`config.mk`:
```
export PLATFORM = sky130hd
export DESIGN_NAME = dfs_fault_bank
export DESIGN_NICKNAME = d
export VERILOG_FILES = /design/src/core/dfs_pkg.sv /design/src/core/dfs_fault_bank.sv
export SDC_FILE = /design/constraint.sdc
export NUM_CORES = 2
export LEC_CHECK = 0
export ABC_AREA = 0
export BUFFER_PORTS_ARGS = -buffer_cell sky130_fd_sc_hd__buf_4
export CORE_ASPECT_RATIO = 0.8
export CORE_MARGIN = 3
export CORE_UTILIZATION = 60
export CTS_CLUSTER_SIZE = 24
export DETAILED_ROUTE_END_ITERATION = 6
export PLACE_DENSITY = 0.78
export SLEW_MARGIN = 0
export SYNTH_ARGS = -nofsm -noshare
export SYNTH_HDL_FRONTEND = slang
export SYNTH_SLANG_ARGS = --single-unit
```
`constraint.sdc`:
```
create_clock -name ref_clk -period 4.5 [get_ports ref_clk]
set_input_delay 0.225 -clock ref_clk [delete_from_list [all_inputs] [get_ports ref_clk]]
set_output_delay 0.225 -clock ref_clk [all_outputs]
set_load 0.01 [all_outputs]
```
`src/core/dfs_pkg.sv`:
```
// Constants for the drive fault status bank
package dfs_pkg;
  // ----------------------------------------------------------------
  // Parameter addresses
  // ----------------------------------------------------------------
  localparam logic [15:0] ADDR_CODE  = 16'h3c02;
  localparam logic [15:0] ADDR_CLASS = 16'h3c04;
  localparam logic [15:0] ADDR_TIME  = 16'h3c06;
  localparam logic [15:0] ADDR_QUAL  = 16'h3c08;
  localparam logic [15:0] ADDR_FLAGS = 16'h3c20;
  localparam logic [15:0] ADDR_PRST  = 16'h3b0a;
  // ----------------------------------------------------------------
  // Sizes, limits and timing
  // ----------------------------------------------------------------
  localparam int          HIST_DEPTH = 10;
  localparam logic [3:0]  HIST_MAX   = 4'ha;
  localparam logic [31:0] TIME_MAX   = 32'h1fffffff;
  localparam int          CLK_MHZ    = 100;
  localparam int          SEC_US     = 1000000;
  localparam int          PIN_COUNT  = 5;
  // Synchronised pin order
  localparam int PIN_STOA = 0;
  localparam int PIN_STOB = 1;
  localparam int PIN_POSITIVE_LIMIT_SWITCH = 2;
  localparam int PIN_NEGATIVE_LIMIT_SWITCH = 3;
  localparam int PIN_REF  = 4;
  // ----------------------------------------------------------------
  // Fault classes
  // ----------------------------------------------------------------
  localparam logic [2:0] CLS_WARN  = 3'h0;
  localparam logic [2:0] CLS_QSTOP = 3'h1;
  localparam logic [2:0] CLS_QOFF  = 3'h2;
  localparam logic [2:0] CLS_FATAL = 3'h3;
  localparam logic [2:0] CLS_HARD  = 3'h4;
  // ----------------------------------------------------------------
  // Flag bit positions
  // ----------------------------------------------------------------
  localparam int B_LIM = 1, B_TRAV = 2, B_STO = 4, B_SER = 6;
  localparam int B_ETH = 8, B_MODE = 10, B_UNDV = 14, B_OVV = 15;
  localparam int B_OVL = 18, B_SUP = 20, B_HOT = 21, B_STALL = 22;
  localparam int B_STOD = 24, B_NVM = 29, B_START = 30, B_SYS = 31;
  // Fault codes; leading hex digit is the category
  function automatic logic [15:0] dfs_code(input int b);
    case (b)
      B_LIM:   return 16'h1310;
      B_TRAV:  return 16'ha300;
      B_STO:   return 16'h1300;
      B_SER:   return 16'hb100;
      B_ETH:   return 16'hb200;
      B_MODE:  return 16'h1a00;
      B_UNDV:  return 16'h3200;
      B_OVV:   return 16'h3100;
      B_OVL:   return 16'h2300;
      B_SUP:   return 16'h3300;
      B_HOT:   return 16'h4100;
      B_STALL: return 16'ha100;
      B_STOD:  return 16'h1301;
      B_NVM:   return 16'h5100;
      B_START: return 16'h110b;
      B_SYS:   return 16'h6100;
      default: return 16'h1000;
    endcase
  endfunction
endpackage

```
`src/core/dfs_fault_bank.sv`:
```
// Latched fault flags, fault history and parameter read port
// ------------------------------------------------------------------
// Functional notes
// - Each record holds a 32-bit seconds timestamp, saturating at 536870911.
// - Each record holds a 16-bit qualifier, e.g. a parameter address.
// - Category flags are readable as a latched word; 1 means occurred.
// - Every fault code belongs to exactly one flag bit.
// - Bit 1, class 1: limit or reference switch active or line broken.
// - Bit 2, class 1: motor outside permitted travel range.
// - Bit 4, class 3: both safe torque inputs low.
// - Bit 6: serial multidrop fieldbus communication interrupted.
// - Bit 8: Ethernet fieldbus interrupted or bad real-time data.
// - Bit 10, class 2: operating mode processing error, detail in qualifier.
// - Bit 14: DC bus undervoltage, class 2 or 3 by threshold.
// - Bit 15, class 3: DC bus overvoltage.
// - Bit 18, class 3: phase current too high, motor overload.
// - Bit 20: controller supply below minimum.
// - Bit 21, class 3: power stage overheated.
// - Bit 22: motor stall, class configurable.
// - Bit 24, class 4: safe torque inputs disagree.
// - Bit 29, class 3 or 4: nonvolatile memory checksum wrong.
// - Bit 30, class 3 or 4: start-up error, cause in record.
// - Bit 31, class 4: internal system error.
// - Codes are 16 bits; leading hex digit selects the category.
// - Reading the code copies the record to a buffer, advances pointer.
// - Class is 0 to 4: warning, quick stops, fatal, unresettable.
// ------------------------------------------------------------------
`timescale 1ns/100ps
`default_nettype none
module dfs_fault_bank
  import dfs_pkg::*;
#(
  parameter int CYCLES_PER_SEC = CLK_MHZ * SEC_US
) (
  // Clock and reset
  input  wire logic        ref_clk,
  input  wire logic        srst,
  // Pins, asynchronous; limit inputs read 1 while the switch is healthy
  input  wire logic        safeTorqueInputA,
  input  wire logic        safeTorqueInputB,
  input  wire logic        positiveLimitSwitch,
  input  wire logic        negativeLimitSwitch,
  input  wire logic        referenceSwitch,
  // Fault conditions from drive logic
  input  wire logic        travelRangeErr,
  input  wire logic        serialBusErr,
  input  wire logic        ethBusErr,
  input  wire logic        modeProcErr,
  input  wire logic        dcUnderQuickStop,
  input  wire logic        dcUnderSwitchOff,
  input  wire logic        dcOverVolt,
  input  wire logic        motorOverload,
  input  wire logic        ctrlSupplyLow,
  input  wire logic        stageOverTemp,
  input  wire logic        stallDetect,
  input  wire logic        nvChecksumErr,
  input  wire logic        startupErr,
  input  wire logic        internalErr,
  input  wire logic [15:0] faultQualIn,
  // Configuration
  input  wire logic [2:0]  stallClassCfg,
  input  wire logic        nvFatalCfg,
  input  wire logic        faultResetReq,
  // Parameter read port
  input  wire logic        regRdStb,
  input  wire logic [15:0] regAddr,
  output logic [31:0]      regRdData,
  output logic             regRdAck,
  // Status
  output logic [31:0]      latchedFlags
);
  // ----------------------------------------------------------------
  // Pin synchronisers
  // ----------------------------------------------------------------
  logic [PIN_COUNT-1:0] pinS1_q, pinS2_q, pinS3_q, pinF_q, pinF_d;
  logic [PIN_COUNT-1:0] pinRaw;
  assign pinRaw = {referenceSwitch, negativeLimitSwitch,
                   positiveLimitSwitch, safeTorqueInputB, safeTorqueInputA};
  // A bit moves only when the last two stages agree
  always_comb begin
    pinF_d = (pinS2_q & pinS3_q) | (pinF_q & (pinS2_q ^ pinS3_q));
  end
  always_ff @(posedge ref_clk) begin
    if (srst) begin
      pinS1_q <= '1;
      pinS2_q <= '1;
      pinS3_q <= '1;
      pinF_q  <= '1;
    end else begin
      pinS1_q <= pinRaw;
      pinS2_q <= pinS1_q;
      pinS3_q <= pinS2_q;
      pinF_q  <= pinF_d;
    end
  end
  // ----------------------------------------------------------------
  // Operating hours counter
  // ----------------------------------------------------------------
  logic [31:0] preCnt_q, preCnt_d, opSec_q, opSec_d;
  always_comb begin
    preCnt_d = preCnt_q + 32'h1;
    opSec_d  = opSec_q;
    if (preCnt_q == 32'(CYCLES_PER_SEC - 1)) begin
      preCnt_d = 32'h0;
      if (opSec_q != TIME_MAX) begin
        opSec_d = opSec_q + 32'h1;
      end
    end
  end
  always_ff @(posedge ref_clk) begin
    if (srst) begin
      preCnt_q <= 32'h0;
      opSec_q  <= 32'h0;
    end else begin
      preCnt_q <= preCnt_d;
      opSec_q  <= opSec_d;
    end
  end
  // ----------------------------------------------------------------
  // Cause vector and classes
  // ----------------------------------------------------------------
  logic [31:0] cause, hard;
  logic [2:0]  clsOf [32];
  logic [2:0]  nvCls;
  always_comb begin
    cause = 32'h0;
    cause[B_LIM]   = ~&pinF_q[PIN_REF:PIN_POSITIVE_LIMIT_SWITCH];
    cause[B_TRAV]  = travelRangeErr;
    cause[B_STO]   = ~pinF_q[PIN_STOA] & ~pinF_q[PIN_STOB];
    cause[B_SER]   = serialBusErr;
    cause[B_ETH]   = ethBusErr;
    cause[B_MODE]  = modeProcErr;
    cause[B_UNDV]  = dcUnderQuickStop | dcUnderSwitchOff;
    cause[B_OVV]   = dcOverVolt;
    cause[B_OVL]   = motorOverload;
    cause[B_SUP]   = ctrlSupplyLow;
    cause[B_HOT]   = stageOverTemp;
    cause[B_STALL] = stallDetect;
    cause[B_STOD]  = pinF_q[PIN_STOA] ^ pinF_q[PIN_STOB];
    cause[B_NVM]   = nvChecksumErr;
    cause[B_START] = startupErr;
    cause[B_SYS]   = internalErr;
    nvCls = nvFatalCfg ? CLS_HARD : CLS_FATAL;
    for (int i = 0; i < 32; i++) begin
      clsOf[i] = CLS_WARN;
    end
    clsOf[B_LIM]   = CLS_QSTOP;
    clsOf[B_TRAV]  = CLS_QSTOP;
    clsOf[B_STO]   = CLS_FATAL;
    clsOf[B_MODE]  = CLS_QOFF;
    clsOf[B_UNDV]  = dcUnderSwitchOff ? CLS_FATAL : CLS_QOFF;
    clsOf[B_OVV]   = CLS_FATAL;
    clsOf[B_OVL]   = CLS_FATAL;
    clsOf[B_HOT]   = CLS_FATAL;
    clsOf[B_STALL] = (stallClassCfg > CLS_HARD) ? CLS_HARD
                                                : stallClassCfg;
    clsOf[B_STOD]  = CLS_HARD;
    clsOf[B_NVM]   = nvCls;
    clsOf[B_START] = nvCls;
    clsOf[B_SYS]   = CLS_HARD;
    for (int i = 0; i < 32; i++) begin
      hard[i] = cause[i] & (clsOf[i] == CLS_HARD);
    end
  end
  // ----------------------------------------------------------------
  // Latched flags and history
  // ----------------------------------------------------------------
  logic [31:0] flags_q, flags_d, keep_q, keep_d, fresh;
  logic [15:0] hCode_q [HIST_DEPTH], hCode_d [HIST_DEPTH];
  logic [2:0]  hCls_q  [HIST_DEPTH], hCls_d  [HIST_DEPTH];
  logic [31:0] hTime_q [HIST_DEPTH], hTime_d [HIST_DEPTH];
  logic [15:0] hQual_q [HIST_DEPTH], hQual_d [HIST_DEPTH];
  logic [3:0]  cnt_q, cnt_d, wIdx;
  logic        newFault;
  logic [4:0]  sel;
  logic [15:0] rdBufCode_q, rdBufCode_d, rdBufQual_q, rdBufQual_d;
  logic [2:0]  rdBufCls_q, rdBufCls_d;
  logic [31:0] rdBufTime_q, rdBufTime_d, rdData_d;
  logic [3:0]  rdPtr_q, rdPtr_d;
  logic        codeRd;
  always_comb begin
    // Only a newly raised category is recorded; highest-numbered bit wins
    fresh    = cause & ~flags_q;
    newFault = |fresh;
    sel      = 5'h0;
    for (int i = 0; i < 32; i++) begin
      if (fresh[i]) begin
        sel = 5'(i);
      end
    end
    keep_d  = keep_q | hard;
    flags_d = flags_q | cause;
    if (faultResetReq) begin
      // Set beats clear; class 4 bits survive until reset
      flags_d = (flags_q & keep_q) | cause;
    end
    hCode_d = hCode_q;
    hCls_d  = hCls_q;
    hTime_d = hTime_q;
    hQual_d = hQual_q;
    cnt_d   = cnt_q;
    wIdx    = cnt_q;
    if (newFault) begin
      if (cnt_q == HIST_MAX) begin
        // Full: oldest entry drops out at index 0
        for (int i = 0; i < HIST_DEPTH - 1; i++) begin
          hCode_d[i] = hCode_q[i+1];
          hCls_d[i]  = hCls_q[i+1];
          hTime_d[i] = hTime_q[i+1];
          hQual_d[i] = hQual_q[i+1];
        end
        wIdx = HIST_MAX - 4'h1;
      end else begin
        cnt_d = cnt_q + 4'h1;
      end
      hCode_d[wIdx] = dfs_code(int'(sel));
      hCls_d[wIdx]  = clsOf[sel];
      hTime_d[wIdx] = opSec_q;
      hQual_d[wIdx] = (sel == 5'(B_MODE) || sel == 5'(B_START))
                      ? faultQualIn : 16'h0;
    end
  end
  // ----------------------------------------------------------------
  // Parameter reads
  // ----------------------------------------------------------------
  always_comb begin
    codeRd      = regRdStb && (regAddr == ADDR_CODE);
    rdBufCode_d = rdBufCode_q;
    rdBufCls_d  = rdBufCls_q;
    rdBufTime_d = rdBufTime_q;
    rdBufQual_d = rdBufQual_q;
    rdPtr_d     = rdPtr_q;
    if (regRdStb && regAddr == ADDR_PRST) begin
      rdPtr_d = 4'h0;
    end
    if (codeRd) begin
      // Past the last entry every field reads zero
      rdBufCode_d = 16'h0;
      rdBufCls_d  = CLS_WARN;
      rdBufTime_d = 32'h0;
      rdBufQual_d = 16'h0;
      if (rdPtr_q < cnt_q) begin
        rdBufCode_d = hCode_q[rdPtr_q];
        rdBufCls_d  = hCls_q[rdPtr_q];
        rdBufTime_d = hTime_q[rdPtr_q];
        rdBufQual_d = hQual_q[rdPtr_q];
        rdPtr_d     = rdPtr_q + 4'h1;
      end
    end
    unique case (regAddr)
      ADDR_CODE:  rdData_d = {16'h0, rdBufCode_d};
      ADDR_CLASS: rdData_d = {29'h0, rdBufCls_q};
      ADDR_TIME:  rdData_d = rdBufTime_q;
      ADDR_QUAL:  rdData_d = {16'h0, rdBufQual_q};
      ADDR_FLAGS: rdData_d = flags_q;
      default:    rdData_d = 32'h0;
    endcase
    if (!regRdStb) begin
      rdData_d = regRdData;
    end
  end
  always_ff @(posedge ref_clk) begin
    if (srst) begin
      flags_q      <= 32'h0;
      keep_q       <= 32'h0;
      cnt_q        <= 4'h0;
      rdPtr_q      <= 4'h0;
      rdBufCode_q  <= 16'h0;
      rdBufCls_q   <= 3'h0;
      rdBufTime_q  <= 32'h0;
      rdBufQual_q  <= 16'h0;
      regRdData    <= 32'h0;
      regRdAck     <= 1'b0;
      latchedFlags <= 32'h0;
      for (int i = 0; i < HIST_DEPTH; i++) begin
        hCode_q[i] <= 16'h0;
        hCls_q[i]  <= 3'h0;
        hTime_q[i] <= 32'h0;
        hQual_q[i] <= 16'h0;
      end
    end else begin
      flags_q      <= flags_d;
      keep_q       <= keep_d;
      cnt_q        <= cnt_d;
      rdPtr_q      <= rdPtr_d;
      rdBufCode_q  <= rdBufCode_d;
      rdBufCls_q   <= rdBufCls_d;
      rdBufTime_q  <= rdBufTime_d;
      rdBufQual_q  <= rdBufQual_d;
      regRdData    <= rdData_d;
      regRdAck     <= regRdStb;
      latchedFlags <= flags_d;
      hCode_q      <= hCode_d;
      hCls_q       <= hCls_d;
      hTime_q      <= hTime_d;
      hQual_q      <= hQual_d;
    end
  end
endmodule
`default_nettype wire

```
==> reports/results.txt <==
setup TNS: 0 ns
Slew HR: 0.178
CP Capture Type: flop
DRC: 0
Final Hold Fails: 0
Worst Tran Pin Value: 1.23 ns
DR vias: 35955
initial antenna violation count: 1
dominant combinational cell family by area after synthesis: compound AO/OA/AOI/OAI gates
number of global-route vias before repair: 32823
mux share of post-synthesis cell area: 0.105
post-route ant nets: 0
Synth Area in Adders: 0.00679
clock sinks: 828
number of synthesized flops with an enable pin: 0
Hold Crit Class: in2reg
Worst VDD drop: 250 uV
Core Rows: 82
Routed Wire Length: 126 mm
worst hold margin: 0.162 ns
status: finished clean
leakage power: 14.6 nW
Max-Cap Viols: 0
pwr/cell area: 383 nW/um^2
RePlAce Congestion: 0.976
vias per std cell: 7.13
Synth area leader: dfxtp_1
chip width: 290 microns
I/O pin cnt: 124
IO buf count: 107
dominant cells by area after synthesis: dfxtp_1 43%, mux4_2 7.2%, nor2_1 6.8%
CP Max Fanout: 64
Antenna diodes: 0
flops & latches, synth: 828
Buf+Inv Stages, Crit Path: 2
worst-path cell with the longest stage delay: or3_4
Cells after Synth: 4296
Yosys top cell area share: 0.428
Worst Skew: 0.0284 ns
gr usage total: 0.358
most frequent cells in the layout: 825 x dfxtp_1, 700 x nor2_1, 283 x o22ai_1
DIE AREA: 67600 sq um
maximum clock rate: 0.267 GHz
Core Area: 63200 sq um
Pre-antenna DRT Iters: 7
largest net degree at the start of global routing: 197
routed length per instance: 25.0 microns
detailed placement HPWL: 73.6 mm
DR iter-0 viols: 6008
Setup Fix Bufs, Post-CTS: 0
cell area after synthesis: 38700 sq um
share of post-route cells with drive strength above 1: 0.142
Crit path arrival time: 4.30 ns
root buf cell: clkbuf_16
Final setup viols: 0
Slew Limit Fails: 0
Cell variety after synth: 84
Final min period: 3.74 ns
sequential area share after synthesis: 0.428
Final period util: 0.831
Synth Area in Simple Gates: 0.147
Die Ht: 233 microns
clock-pin slew on the worst setup and hold paths: 0.06 ns
Crit path largest cell delay: 0.69 ns
delay-heaviest family, CP: simple AND/OR/NAND/NOR gates
CTS H-tree lvls: 3
RSZ-0062 raised after global routing: false
syn_area_per_cell: 9.01 sq um
most common cell after layout, fill and taps aside: dfxtp_1
YS warnings: 0
Most used DFF post-synth: dfxtp_1
Starting Density: 0.612
Max Root-Sink Buffers: 3
area grow syn2layout: 10.4%
Critical Path Start Type: flop
Worst Path Required: 5.06 ns
asr flop ratio synth: 0
Final nets: 4230
Clock Latency Late Sink: 0.64 ns
XOR/XNOR Fraction of Synth Area: 0.0136
first-pass GRT wire length: 194 mm
kind of critical path: reg2reg
Compound-Gate Fraction of Synth Area: 0.245
CTS tree: built
CP Cell Sequence: inv_1, ha_1, nand2b_1, and4_1, nand3_2, or3_4, nand2_2, buf_4, o221ai_1, a21oi_1
clock buffer count from CTS: 82
gr ovfl total: 0
## metal layers
layer / up-vias / track usage / routed length, microns
li1: 15904 / - / -
met3: 379 / 0.105 / 18200
met5: - / 0 / 13
met1: 17120 / 0.506 / 50200
met4: 2 / 0.131 / 4820
met2: 2550 / 0.521 / 53100
## kinds of logic after synthesis
kind of cell | Yosys count
xor+xnor | 60
buf+inv | 502
flops | 828
other cells | 1
mux | 243
compound gates | 1353
fa+ha+maj | 21
simple gates | 1288
## worst reg2reg max path, cell delays in order (launching register included)
cell      delay [ns]
dfxtp_1         0.33
inv_1           0.06
ha_1            0.34
nand2b_1        0.16
and4_1          0.45
nand3_2         0.22
or3_4           0.70
nand2_2         0.45
buf_4           0.55
o221ai_1        0.26
a21oi_1         0.17
## through the flow
stage | utilization | instance area [sq um] | worst slack, ns | power [mW] | std cells
global placement | 0.628 | 39700 | 0.983 | 9.47 | 4867
floorplan | - | 38700 | 1.57 | 8.97 | 4311
CTS | 0.676 | 42700 | 0.877 | 16.3 | 5046
global route | 0.676 | 42700 | 0.565 | 16.8 | 5046
detailed placement | 0.628 | 39700 | 0.894 | 9.51 | 4867
finish | 0.676 | 42700 | 0.760 | 16.4 | 5046
## cell usage after synthesis, types with 37 or more instances
cell type / n
a211oi_1: 265
a21oi_1: 248
a221oi_1: 110
a222oi_1: 101
a22oi_1: 57
buf_2: 87
clkbuf_1: 348
dfxtp_1: 828
mux2_2: 62
mux2i_1: 57
mux4_2: 124
nand2_1: 224
nand3_1: 45
nor2_1: 703
nor3_1: 143
o21ai_0: 115
o221ai_1: 83
o22ai_1: 283
xor2_1: 37
## final timing paths
| kind | from | slack (ns) | endpoint | cells after the start |
|---|---|---|---|---|
| min | regRdStb | 0.16 | regRdData[22] | 4 |
| max reg2reg | pinF_q[0] | 0.76 | hQual_q[63] | 10 |
| min reg2reg | pinS1_q[0] | 0.41 | pinS2_q[0] | 1 |
| max | pinF_q[0] | 0.76 | hQual_q[63] | 10 |
## state kept, by name (all words and copies together) (netlist names), 4 cells and up
| signal | count |
|---|---|
| rdBufQual_q | 16 |
| rdBufCode_q | 13 |
| opSec_q | 32 |
| hQual_q | 160 |
| hCode_q | 108 |
| pinF_q | 5 |
| pinS3_q | 5 |
| pinS1_q | 5 |
| keep_q | 5 |
| flags_q | 16 |
| rdPtr_q | 4 |
| cnt_q | 4 |
| hCls_q | 30 |
| hTime_q | 320 |
| pinS2_q | 5 |
| rdBufTime_q | 32 |
| regRdData | 32 |
| preCnt_q | 32 |
## cell type report
cell class                      instances  area [sq um]
Multi-Input combinational cell       2981         20300
Sequential cell                       828         16600
Clock inverter                         22           263
Clock buffer                          118          2400
Fill cell                            4982         20500
Timing Repair Buffer                  232          2050
Inverter                               25          96.3
Tap cell                              840          1050
## what timing repair did
item	CTS	global route
hold buffers	39	0
hold endpoints to repair	74	0
resized for setup	0	0
## power breakdown
| part | internal (mW) | switching [mW] |
|---|---|---|
| Combinational | 0.610 | 1.05 |
| Sequential | 7.60 | 0.196 |
| Clock | 3.98 | 2.93 |
No activity file was read; power rests on OpenSTA's default activity.
